<file path="src/hdl/rtci_pkg.sv">
package rtci_pkg;

    // ------------------------------------------------------------
    // Register map (printed offsets not all multiples of four: indices)
    // ------------------------------------------------------------
    localparam logic [3:0] FLAGS_IDX = 4'h0;       // Event flags register index
    localparam logic [3:0] CTRL_IDX = 4'h6;        // Interrupt control register index
    localparam logic [3:0] STAT_IDX = 4'h1;        // Status register index
    localparam logic [7:0] FLAGS_ADDR = {2'h0, FLAGS_IDX, 2'h0};
    localparam logic [7:0] CTRL_ADDR = {2'h0, CTRL_IDX, 2'h0};
    localparam logic [7:0] STAT_ADDR = {2'h0, STAT_IDX, 2'h0};

    // ------------------------------------------------------------
    // Flags register fields
    // ------------------------------------------------------------
    localparam int FL_WDOG = 7;                    // wdog_flag
    localparam int FL_ALARM = 6;                   // alarm_flag
    localparam int FL_PWRFAIL = 5;                 // pwrfail_flag
    localparam int FL_OSCFAIL = 4;                 // osc_fail_flag
    localparam int FL_BKFAIL = 3;                  // Backup fail flag
    localparam int FL_CAL = 2;                     // Calibration test output
    localparam int FL_WREN = 1;                    // Write enable for flags
    localparam int FL_RDLATCH = 0;                 // Read latch bit
    localparam logic [7:0] FLAGS_RESET = 8'h00;

    // ------------------------------------------------------------
    // Interrupt control register fields
    // ------------------------------------------------------------
    localparam int CT_WDOG_EN = 7;                 // wdog_irq_en
    localparam int CT_ALARM_EN = 6;                // alarm_irq_en
    localparam int CT_PWRFAIL_EN = 5;              // pwrfail_irq_en
    localparam int CT_SQW_EN = 4;                  // sqwave_en
    localparam int CT_HIGH = 3;                    // Active high, push-pull
    localparam int CT_PULSE = 2;                   // Pulse mode
    localparam int CT_FSEL_HI = 1;                 // freq_sel_hi
    localparam int CT_FSEL_LO = 0;                 // freq_sel_lo
    localparam logic [7:0] CTRL_RESET = 8'h08;

    // ------------------------------------------------------------
    // Timing
    // ------------------------------------------------------------
    localparam longint CLK_HZ = 100_000_000;
    localparam longint PULSE_MS = 200;             // Pulse width in ms
    localparam longint PULSE_CYC = CLK_HZ / 1000 * PULSE_MS;
    localparam longint SETTLE_US = 1000;           // powerup_settle_time, us
    localparam longint SETTLE_CYC = (CLK_HZ / 1_000_000) * SETTLE_US;
    localparam longint F_1HZ = 1;
    localparam longint F_512HZ = 512;
    localparam longint F_4096HZ = 4096;
    localparam longint F_32KHZ = 32768;
    // Half periods in cycles, rounded down
    localparam longint HALF_1HZ = CLK_HZ / (2 * F_1HZ);
    localparam longint HALF_512HZ = CLK_HZ / (2 * F_512HZ);
    localparam longint HALF_4096HZ = CLK_HZ / (2 * F_4096HZ);
    localparam longint HALF_32KHZ = CLK_HZ / (2 * F_32KHZ);

    // Output source select
    typedef enum logic [1:0] {
        SRC_NONE,
        SRC_CAL,
        SRC_SQW,
        SRC_EVENT
    } rtci_src_t;

endpackage

</file>
<file path="src/hdl/rtci_irq.sv">
// Implementation choice: the APB interface to the registers.
`timescale 1ns/1ns
module rtci_irq #(
    parameter longint PULSE_CYCLES = rtci_pkg::PULSE_CYC,
    parameter longint SETTLE_CYCLES = rtci_pkg::SETTLE_CYC,
    parameter longint HALF_1HZ_CYCLES = rtci_pkg::HALF_1HZ,
    parameter longint HALF_512_CYCLES = rtci_pkg::HALF_512HZ
) (
    // Clock and reset
    input wire logic CORE_CLK,
    input wire logic RST,
    // APB slave
    input wire logic PSEL,
    input wire logic PENABLE,
    input wire logic PWRITE,
    input wire logic [7:0] PADDR,
    input wire logic [31:0] PWDATA,
    output logic [31:0] PRDATA,
    output logic PREADY,
    output logic PSLVERR,
    // Event sources and supply state (asynchronous pins)
    input wire logic WDOG_TIMEOUT,
    input wire logic ALARM_MATCH,
    input wire logic PWRFAIL_DET,
    input wire logic OSC_FAIL,
    input wire logic BACKUP_FAIL,
    input wire logic ON_BACKUP,
    // Nonvolatile copy of square-wave settings
    input wire logic [2:0] NV_SQW_IN,
    output logic [2:0] NV_SQW_OUT,
    // Interrupt pin, two signals
    output logic INT_O,
    output logic INT_OE
);

    // ------------------------------------------------------------
    // Input synchronisers
    // ------------------------------------------------------------
    localparam int NSYNC = 6;
    logic [NSYNC-1:0] raw_in;       // Asynchronous pins
    logic [NSYNC-1:0] sync1_q;      // First stage, read only by second
    logic [NSYNC-1:0] sync2_q;      // Safe stage
    logic [NSYNC-1:0] sync3_q;      // Previous safe value for edges
    assign raw_in = {ON_BACKUP, BACKUP_FAIL, OSC_FAIL, PWRFAIL_DET, ALARM_MATCH, WDOG_TIMEOUT};

    genvar gi;
    generate
        for (gi = 0; gi < NSYNC; gi++) begin : g_sync
            // Two flops plus edge history for each pin
            always_ff @(posedge CORE_CLK) begin
                if (RST) begin
                    sync1_q[gi] <= 1'b0;
                    sync2_q[gi] <= 1'b0;
                    sync3_q[gi] <= 1'b0;
                end else begin
                    sync1_q[gi] <= raw_in[gi];
                    sync2_q[gi] <= sync1_q[gi];
                    sync3_q[gi] <= sync2_q[gi];
                end
            end
        end
    endgenerate

    // Edge detects read only the safe stage and its history
    logic wdog_evt;     // Rising edge of watchdog timeout
    logic alarm_evt;    // Rising edge of alarm match
    logic pwrfail_evt;  // Rising edge of power-fail detect
    logic on_backup;    // Running from backup supply
    assign wdog_evt = sync2_q[0] & ~sync3_q[0];
    assign alarm_evt = sync2_q[1] & ~sync3_q[1];
    assign pwrfail_evt = sync2_q[2] & ~sync3_q[2];
    assign on_backup = sync2_q[5];

    // ------------------------------------------------------------
    // APB decode
    // ------------------------------------------------------------
    logic acc;          // Access phase
    logic hit_flags;
    logic hit_ctrl;
    logic hit_stat;
    logic mapped;
    logic wr_flags;
    logic wr_ctrl;
    logic rd_flags;     // Flags read completing this cycle
    assign acc = PSEL & PENABLE;
    assign hit_flags = PADDR == rtci_pkg::FLAGS_ADDR;
    assign hit_ctrl = PADDR == rtci_pkg::CTRL_ADDR;
    assign hit_stat = PADDR == rtci_pkg::STAT_ADDR;
    // Any other address answers with an error and no effect
    assign mapped = hit_flags | hit_ctrl | hit_stat;
    assign wr_flags = acc & PWRITE & hit_flags;
    assign wr_ctrl = acc & PWRITE & hit_ctrl;
    assign rd_flags = acc & ~PWRITE & hit_flags;

    // ------------------------------------------------------------
    // Registers
    // ------------------------------------------------------------
    logic [2:0] evflag_q;   // wdog_flag, alarm_flag, pwrfail_flag
    logic [2:0] evflag_d;
    logic osc_fail_flag_q;
    logic bk_fail_q;
    logic cal_q;            // Calibration test bit
    logic wren_q;           // Flags write enable
    logic [7:0] ctrl_q;     // Interrupt control
    logic nv_loaded_q;      // Nonvolatile settings restored
    logic [2:0] ev_in;
    // Sources in flag order: watchdog, alarm, power fail
    assign ev_in = {wdog_evt, alarm_evt, pwrfail_evt};

    // Set wins over the read clear
    assign evflag_d = (rd_flags ? 3'h0 : evflag_q) | ev_in;

    // Flags and their write-enabled control bits
    always_ff @(posedge CORE_CLK) begin
        if (RST) begin
            evflag_q <= rtci_pkg::FLAGS_RESET[7:5];
            cal_q <= 1'b0;
            wren_q <= 1'b0;
        end else begin
            evflag_q <= evflag_d;
            if (wr_flags) begin
                wren_q <= PWDATA[rtci_pkg::FL_WREN];
                if (wren_q) begin
                    cal_q <= PWDATA[rtci_pkg::FL_CAL];
                end
            end
        end
    end

    // Oscillator and backup fail flags keep their own behaviour: set by pins
    always_ff @(posedge CORE_CLK) begin
        if (RST) begin
            osc_fail_flag_q <= 1'b0;
            bk_fail_q <= 1'b0;
        end else begin
            if (sync2_q[3]) begin
                osc_fail_flag_q <= 1'b1;
            end else if (wr_flags && wren_q && !PWDATA[rtci_pkg::FL_OSCFAIL]) begin
                osc_fail_flag_q <= 1'b0;
            end
            if (sync2_q[4]) begin
                bk_fail_q <= 1'b1;
            end else if (wr_flags && wren_q && !PWDATA[rtci_pkg::FL_BKFAIL]) begin
                bk_fail_q <= 1'b0;
            end
        end
    end

    // Control register; square-wave bits restored from storage after reset
    always_ff @(posedge CORE_CLK) begin
        if (RST) begin
            ctrl_q <= rtci_pkg::CTRL_RESET;
            nv_loaded_q <= 1'b0;
        end else if (!nv_loaded_q) begin
            nv_loaded_q <= 1'b1;
            ctrl_q[rtci_pkg::CT_SQW_EN] <= NV_SQW_IN[2];
            ctrl_q[rtci_pkg::CT_FSEL_HI:rtci_pkg::CT_FSEL_LO] <= NV_SQW_IN[1:0];
        end else if (wr_ctrl) begin
            ctrl_q <= PWDATA[7:0];
        end
    end

    // ------------------------------------------------------------
    // Settling counter after power-up
    // ------------------------------------------------------------
    localparam int SW = 32;
    logic [SW-1:0] settle_q;
    logic settled_q;
    always_ff @(posedge CORE_CLK) begin
        if (RST) begin
            settle_q <= '0;
            settled_q <= 1'b0;
        end else if (!settled_q) begin
            settle_q <= settle_q + 1'b1;
            settled_q <= settle_q >= SW'(SETTLE_CYCLES - 1);
        end
    end

    // ------------------------------------------------------------
    // Event interrupt request and pulse timer
    // ------------------------------------------------------------
    // Enable bits line up with the three event flags
    logic [2:0] en_bits;
    logic ev_req;       // Enabled flag present
    logic ev_new;       // New enabled event this cycle
    logic pulse_mode;
    logic [SW-1:0] pulse_q;
    logic pulse_act_q;
    assign en_bits = ctrl_q[rtci_pkg::CT_WDOG_EN:rtci_pkg::CT_PWRFAIL_EN];
    assign ev_req = |(evflag_q & en_bits);
    assign ev_new = |(ev_in & en_bits) & ~on_backup & settled_q;
    assign pulse_mode = ctrl_q[rtci_pkg::CT_PULSE];

    // Pulse runs for its fixed count, restarted by each new event, unless a flags read cuts it short
    always_ff @(posedge CORE_CLK) begin
        if (RST) begin
            pulse_q <= '0;
            pulse_act_q <= 1'b0;
        end else if (ev_new) begin
            pulse_q <= SW'(PULSE_CYCLES - 1);
            pulse_act_q <= 1'b1;
        end else if (rd_flags) begin
            pulse_act_q <= 1'b0;
        end else if (pulse_act_q) begin
            pulse_q <= pulse_q - 1'b1;
            pulse_act_q <= pulse_q != '0;
        end
    end

    logic ev_active;    // Event asserts pin
    // Level mode follows enabled flags until read clears them; a running pulse
    // is dropped as soon as the supply switches to backup
    assign ev_active = (pulse_mode ? pulse_act_q : ev_req) & settled_q & ~on_backup;

    // ------------------------------------------------------------
    // Square wave and calibration dividers
    // ------------------------------------------------------------
    logic [SW-1:0] sqw_half;
    logic [SW-1:0] sqw_cnt_q;
    logic sqw_q;
    logic [SW-1:0] cal_cnt_q;
    logic cal_wave_q;
    logic [1:0] fsel;
    assign fsel = ctrl_q[rtci_pkg::CT_FSEL_HI:rtci_pkg::CT_FSEL_LO];
    assign sqw_half = (fsel == 2'h0) ? SW'(HALF_1HZ_CYCLES) :
                      (fsel == 2'h1) ? SW'(HALF_512_CYCLES) :
                      (fsel == 2'h2) ? SW'(rtci_pkg::HALF_4096HZ) :
                      SW'(rtci_pkg::HALF_32KHZ);

    // Selected square wave
    always_ff @(posedge CORE_CLK) begin
        if (RST) begin
            sqw_cnt_q <= '0;
            sqw_q <= 1'b0;
        end else if (sqw_cnt_q >= sqw_half - 1'b1) begin
            sqw_cnt_q <= '0;
            sqw_q <= ~sqw_q;
        end else begin
            sqw_cnt_q <= sqw_cnt_q + 1'b1;
        end
    end

    // Fixed 512 Hz test wave
    always_ff @(posedge CORE_CLK) begin
        if (RST) begin
            cal_cnt_q <= '0;
            cal_wave_q <= 1'b0;
        end else if (cal_cnt_q >= SW'(HALF_512_CYCLES - 1)) begin
            cal_cnt_q <= '0;
            cal_wave_q <= ~cal_wave_q;
        end else begin
            cal_cnt_q <= cal_cnt_q + 1'b1;
        end
    end

    // ------------------------------------------------------------
    // Output resolution and pin driver
    // ------------------------------------------------------------
    rtci_pkg::rtci_src_t src;
    logic act;          // Logical active level of the pin
    logic high_pol;
    logic drv_en;
    logic drv_val;
    assign src = cal_q ? rtci_pkg::SRC_CAL :
                 ctrl_q[rtci_pkg::CT_SQW_EN] ? rtci_pkg::SRC_SQW :
                 ev_active ? rtci_pkg::SRC_EVENT : rtci_pkg::SRC_NONE;
    assign high_pol = ctrl_q[rtci_pkg::CT_HIGH];

    // Waves are suppressed on backup power
    always_comb begin
        case (src)
            rtci_pkg::SRC_CAL: act = cal_wave_q & ~on_backup;
            rtci_pkg::SRC_SQW: act = sqw_q & ~on_backup;
            rtci_pkg::SRC_EVENT: act = 1'b1;
            default: act = 1'b0;
        endcase
    end

    // Push-pull drives both levels for a wave, only high for an event; open drain only pulls low
    assign drv_en = (src == rtci_pkg::SRC_NONE) ? 1'b0 :
                    high_pol ? ~on_backup : act;
    assign drv_val = high_pol ? act : 1'b0;

    always_ff @(posedge CORE_CLK) begin
        if (RST) begin
            INT_O <= 1'b0;
            INT_OE <= 1'b0;
        end else begin
            INT_O <= drv_val;
            INT_OE <= drv_en;
        end
    end

    // ------------------------------------------------------------
    // APB answer: no wait states, registered read data
    // ------------------------------------------------------------
    // Read views of the three registers
    logic [7:0] flags_rd;
    logic [7:0] stat_rd;
    logic [31:0] rd_mux;
    assign flags_rd = {evflag_q, osc_fail_flag_q, bk_fail_q, cal_q, wren_q, 1'b0};
    assign stat_rd = {4'h0, on_backup, settled_q, pulse_act_q, ev_active};
    assign rd_mux = hit_flags ? {24'h0, flags_rd} :
                    hit_ctrl ? {24'h0, ctrl_q} :
                    hit_stat ? {24'h0, stat_rd} : 32'h0;

    // Ready in the setup cycle so the access phase completes at once
    always_ff @(posedge CORE_CLK) begin
        if (RST) begin
            PRDATA <= 32'h0;
            PREADY <= 1'b0;
            PSLVERR <= 1'b0;
            NV_SQW_OUT <= 3'h0;
        end else begin
            PREADY <= PSEL & ~PENABLE;
            PSLVERR <= PSEL & ~PENABLE & ~mapped;
            PRDATA <= (PSEL & ~PENABLE & ~PWRITE) ? rd_mux : 32'h0;
            NV_SQW_OUT <= {ctrl_q[rtci_pkg::CT_SQW_EN], fsel};
        end
    end

endmodule // rtci_irq

</file>
<file path="config.mk">
export PLATFORM = sky130hd
export DESIGN_NAME = rtci_irq
export DESIGN_NICKNAME = d
export VERILOG_FILES = /design/src/hdl/rtci_pkg.sv /design/src/hdl/rtci_irq.sv
export SDC_FILE = /design/constraint.sdc
export NUM_CORES = 1
export LEC_CHECK = 0
export BUFFER_PORTS_ARGS = -buffer_cell sky130_fd_sc_hd__buf_2
export CORE_MARGIN = 10
export CORE_UTILIZATION = 50
export CTS_CLUSTER_SIZE = 24
export DETAILED_ROUTE_END_ITERATION = 12
export PLACE_DENSITY = 0.7
export SLEW_MARGIN = 20
export SYNTH_ARGS = -nofsm -noshare
export SYNTH_HDL_FRONTEND = slang
export SYNTH_SLANG_ARGS = --single-unit
</file>
<file path="constraint.sdc">
create_clock -name CORE_CLK -period 7.1 [get_ports CORE_CLK]
set_input_delay 0.71 -clock CORE_CLK [delete_from_list [all_inputs] [get_ports CORE_CLK]]
set_output_delay 0.71 -clock CORE_CLK [all_outputs]
set_load 0.05 [all_outputs]
</file>
# Yosys cells after proc, flatten, opt, wreduce, memory -nomap -nowiden
# Cells that the tools add are included.
dict set report classes {
  addsub 5
  mul 0
  div 0
  order_cmp 3
  eq_ne 9
  shift 0
  muxes 28
  bitwise_logic 35
  reduce_logical 26
}
# cell n
set ops {}
lappend ops {{$add 32x1->32 const B} 3}
lappend ops {{$mux 25} 3}
lappend ops {{$ge 32x17->1 const B} 2}
lappend ops {{$ge 32x32->1} 1}
lappend ops {{$reduce_bool 32->1} 1}
lappend ops {{$sub 32x1->32 const B} 1}
lappend ops {{$sub 26x1->27 const B} 1}
lappend ops {{$mux 26} 1}
lappend ops {{$and 1x1->1} 18}
lappend ops {{$mux 17} 1}
lappend ops {{$mux 8} 2}
lappend ops {{$mux 14} 1}
lappend ops {{$mux 1} 12}
lappend ops {{$not 1->1} 12}
lappend ops {{$reduce_or 2->1} 6}
lappend ops {{$reduce_or 3->1} 3}
lappend ops {{$eq 8x3->1 const B} 1}
lappend ops {{$eq 8x5->1 const B} 1}
lappend ops {{$logic_not 8->1} 1}
lappend ops {{$mux 2} 4}
lappend ops {{$reduce_and 2->1} 4}
lappend ops {{$and 3x3->3} 2}
lappend ops {{$eq 2x2->1 const B} 3}
lappend ops {{$reduce_bool 2->1} 3}
lappend ops {{other kinds (13)} 19}
dict set report word_totals {
  regBits 202
  latchBits 0
  ramBits 0
  mem_bits_ro 0
  inputBits 54
  output_inout_bits 39
  word_cells 146
  n_memories 0
}

# Logic depth before layout (Yosys ltp)
dict set report logic_depth {
  word_depth 11
  depth_mapped 12
}

# Least setup slack after synthesis
# Ideal clock, no wire load.
dict set report synth_timing {
  kind {flip-flop to flip-flop}
  start {register ctrl_q[1]}
  end {register sqw_cnt_q[10]}
  setup_time_ps 132
  arrival_time_ps 2720
  setup_slack_ps 4248
  stages_incl_launch_ff 12
  n_path_buf 1
  synth_period_minus_slack_ps 2852
  path_cell_list {dfxtp_1 inv_1 ha_1 nor2_1 nor2_1 xnor2_1 ha_1 a21oi_1 a2111o_1 a31oi_1 clkbuf_1 nor3_1}
}
dict set report synth_between {
  elab_chain_len 7
  elab_cells_between_ends 9
  classes_between {add/sub (1); order compare (1); eq/ne (2); mux (3); reduce/logical (2)}
}
# element line_no
set synth_rtl {}
lappend synth_rtl {{start, declared} rtci_irq.sv:104} ;# logic [7:0] ctrl_q;
lappend synth_rtl {{start signal, assigned} rtci_irq.sv:152} ;# ctrl_q <= rtci_pkg::CTRL_RESET;
lappend synth_rtl {{start signal, assigned by index} rtci_irq.sv:156} ;# ctrl_q[rtci_pkg::CT_SQW_EN] <= NV_SQW_IN[2];
lappend synth_rtl {{start signal, assigned by index} rtci_irq.sv:157} ;# ctrl_q[rtci_pkg::CT_FSEL_HI:rtci_pkg::CT_FSEL_LO] <= NV_SQW_IN[1:0];
lappend synth_rtl {{$eq 2x2->1} rtci_irq.sv:227} ;# (fsel == 2'h2) ? SW'(rtci_pkg::HALF_4096HZ) :
lappend synth_rtl {{$mux 14} rtci_irq.sv:227}
lappend synth_rtl {{$mux 17} rtci_irq.sv:226} ;# (fsel == 2'h1) ? SW'(HALF_512_CYCLES) :
lappend synth_rtl {{$mux 26 (*)} rtci_irq.sv:225} ;# assign sqw_half = (fsel == 2'h0) ? SW'(HALF_1HZ_CYCLES) :
lappend synth_rtl {{$sub 26x1->27 (*)} rtci_irq.sv:235} ;# end else if (sqw_cnt_q >= sqw_half - 1'b1) begin
lappend synth_rtl {{$ge 32x32->1 (*)} rtci_irq.sv:235}
lappend synth_rtl {{$reduce_or 2->1 (no line) (*)} -}
lappend synth_rtl {{end signal, assigned} rtci_irq.sv:239} ;# sqw_cnt_q <= sqw_cnt_q + 1'b1;
lappend synth_rtl {{end, declared} rtci_irq.sv:219} ;# logic [SW-1:0] sqw_cnt_q;
# Mark *: on every way between the ends. The rest lies on a longest branch, timed or not.
# A chain may end at the register's enable or synchronous reset.

# Worst setup path after layout
dict set report layout_timing {
  start {register ctrl_q[1]}
  end {register sqw_cnt_q[1]}
}
# Same word-level chain as after synthesis.

==> results by group <==
CTS
  • Cts bufs inserted: 17
  • Worst skew pair latency: 0.44 ns
  • CTS tree: done
  • Hold_buf cts: 0
  • CTS clock-pin slew for the worst setup and hold paths: 0.07 ns
  • Post-CTS setup buffers: 0
  • Root Buffer: clkbuf_16
  • Max clock buf depth: 2
  • Sink Count: 178
  • CTS H-tree depth: 4
  • Post-CTS sizing: 0

STA
  • Slew @ Worst Pin: 0.9628 ns
  • WHS: 0.4350 ns
  • Sum Neg Setup Slack: 0 ns
  • Fin crit share: 55.57%
  • Clk_skew: 0.01069 ns
  • Hold violation total from the final report: 0
  • Clock period minus worst slack: 3.945 ns
  • RSZ-0062 raised after global routing: no
  • Final WS setup: 3.155 ns
  • Slew Viols, Final: 0
  • Highest clock rate: 253.5 MHz
  • Relative slew slack: 34.15%
  • Final setup fails: 0

Logic synthesis
  • Top FF cell, synth: dfxtp_1
  • Ys Warns: 0
  • Syn avg cell area: 8.968 um^2
  • Post-synth ARST share: 0%
  • Post-synth EDFFs: 0
  • Synth Cell Area: 8018 um^2
  • FF+latch count, synth: 178
  • Syn Inst Count: 894
  • Synth cell types: 56
  • Seq/Total Area, Yosys: 44.44%

Setup path
  • Crit. End Element: flip-flop
  • Critical Path RT: 7.43 ns
  • Worst path arrival time: 4.27 ns
  • CP Class: flip-flop to flip-flop
  • CP startpoint kind: flip-flop
  • Worst Path Max Fanout: 27
  • Worst r2r path cells: 9

Pwr
  • Power Density: 234.4 nW/um^2
  • Leakage power: 3.460 nW
  • VDD IR max: 256.8 uV
  • Total power: 2.118 mW

Drt
  • DR iter-0 viols: 351
  • DRC: 0
  • DR vias/cell: 5.282
  • WL/cell: 13.95 um
  • Antenna-violating nets left: 0
  • DRT Wirelength: 16.45 mm
  • Via count: 6227
  • First drt pass iteration count: 5

Cells and area
  • Antenna cells: 0
  • Fin cells: 1179
  • Share of layout cells above drive strength 1: 9.761%
  • Final nets: 1040
  • Syn-to-layout area delta: 12.70%

GRT
  • First-pass GRT wire length: 27.99 mm
  • Initial antenna violation count: 0
  • Gr usage total: 15.44%
  • Vias in the first global route: 5838
  • Largest net degree at the start of global routing: 65
  • GRT overflow: 0

Place
  • IO buf count: 44
  • Pre-CTS setup slack: 3.242 ns
  • Final GP Congestion: 0.7998
  • Placed cell count: 1147
  • Post-DP HPWL: 11.55 mm

Floorplan
  • Core Box Area: 15830 um^2
  • Row cnt: 46
  • I/O pin total: 93
  • Die area: 21500 um^2
  • Die X-Extent: 146.6 um
  • Die height: 146.6 um
  • Initial Utilization: 50.66%

Flow run
  • Max-Cap Viols: 0

Hold path
  • Worst hold stages: 1
  • Hold WC Path Type: flip-flop to flip-flop

Run status
  • Status: finished, final reports clean
metrics by stage:
step / utilization [%] / instance area [um^2]
after global routing: 57.09 / 9036
after detailed placement: 53.16 / 8414
after CTS: 57.09 / 9036
after floorplan: - / 8183
final: 57.09 / 9036
after global placement: 53.16 / 8414
flip-flops by register name (all words and copies together), names as in the netlist, 3 cells and up:
signal / cells
NV_SQW_OUT: 3
PRDATA: 8
cal_cnt_q: 32
ctrl_q: 8
evflag_q: 3
pulse_q: 32
settle_q: 32
sqw_cnt_q: 32
sync1_q: 6
sync2_q: 5
sync3_q: 3
path summary, 6_finish.rpt:
kind / start / endpoint / slack [ns]
worst max-delay path: ctrl_q[1] / sqw_cnt_q[1] / 3.15
worst min-delay path: sync1_q[2] / sync2_q[2] / 0.44
worst max register to register: ctrl_q[1] / sqw_cnt_q[1] / 3.15
worst min register to register: sync1_q[2] / sync2_q[2] / 0.44
routing by layer:
| layer | global-route usage [%] | share of wire, % | vias to the layer above |
|---|---|---|---|
| met4 | 3.904 | 1.2 | 0 |
| met2 | 23.98 | 45 | 99 |
| li1 | - | - | 3210 |
| met1 | 20.24 | 49 | 2899 |
| met3 | 4.944 | 4.6 | 19 |
| met5 | 0 | 0 | - |
critical path: stages (launching register included):
cell and delay (ns):
dfxtp_1 0.51, inv_1 0.23, ha_1 0.25, inv_1 0.22, ha_1 0.32, a21oi_1 0.14, o21ai_0 0.09, a2111oi_0 0.83
nand2_1 0.80, nor3b_1 0.44
layout by cell type, fill, tap and decap left out, types with 4 or more instances in the layout:
master / netlist / routed
o31ai_1: 5 / 5
nand4_1: 35 / 35
o21ai_0: 20 / 20
ha_1: 36 / 36
a22oi_1: 8 / 8
conb_1: 2 / 46
a211oi_1: 7 / 7
buf_4: 24 / 5
xnor2_1: 34 / 34
mux2i_1: 5 / 5
nand2b_1: 6 / 6
or2_2: 5 / 5
nor2b_1: 24 / 24
inv_1: 18 / 18
nor2_1: 96 / 96
inv_6: 0 / 4
buf_2: 1 / 44
nand3b_1: 6 / 6
a21oi_1: 47 / 47
or3_1: 16 / 16
nand2_1: 37 / 37
and2_1: 8 / 8
inv_8: 0 / 4
o211ai_1: 4 / 4
nor4_1: 18 / 18
or4_1: 11 / 11
clkbuf_16: 0 / 17
nand3_1: 45 / 45
and3_1: 18 / 18
and4_1: 8 / 8
nor3_1: 51 / 51
xor2_1: 53 / 53
dfxtp_1: 178 / 178
kinds of logic after synthesis:
family,Yosys count,synth area share (%)
flip-flops,178,44.44
XOR/XNOR,87,9.504
adder cells (fa/ha/maj),36,5.618
AO/OA/AOI/OAI,114,8.802
multiplexers,7,0.9051
buffers and inverters,75,4.666
AND/OR/NAND/NOR,395,25.97
other,2,0.09367
power breakdown:
| part | total, mW | leakage (nW) | switching (mW) | internal [mW] |
|---|---|---|---|---|
| sequential | 1.03 | 1.45 | 0.0103 | 1.01 |
| clock | 0.989 | 0.306 | 0.422 | 0.567 |
| combinational | 0.104 | 1.71 | 0.0759 | 0.0278 |
| total | 2.12 | 3.46 | 0.508 | 1.61 |
cell usage after synthesis, types with 11 or more instances:
cell type / count / area [um^2]
nand4_1: 35 / 219.0
nor2_1: 96 / 360.4
nor2b_1: 24 / 150.1
o21ai_0: 20 / 100.1
clkbuf_1: 26 / 97.59
buf_4: 24 / 180.2
nand2_1: 37 / 138.9
or4_1: 11 / 82.58
dfxtp_1: 178 / 3563
or3_1: 16 / 100.1
inv_1: 18 / 67.56
ha_1: 36 / 450.4
xor2_1: 53 / 464.2
xnor2_1: 34 / 297.8
nand3_1: 45 / 225.2
a21oi_1: 47 / 235.2
nor3_1: 51 / 255.2
nor4_1: 18 / 112.6
and3_1: 18 / 112.6
layout make-up:
class | count | area [um^2]
Clock inverter | 15 | 196.4
Tap cell | 216 | 270.3
Sequential cell | 178 | 3563
Timing Repair Buffer | 49 | 257.7
Multi-Input combinational cell | 685 | 4252
Inverter | 19 | 71.32
Fill cell | 1453 | 6792
Clock buffer | 17 | 425.4
No activity file was read; power rests on OpenSTA's default activity.
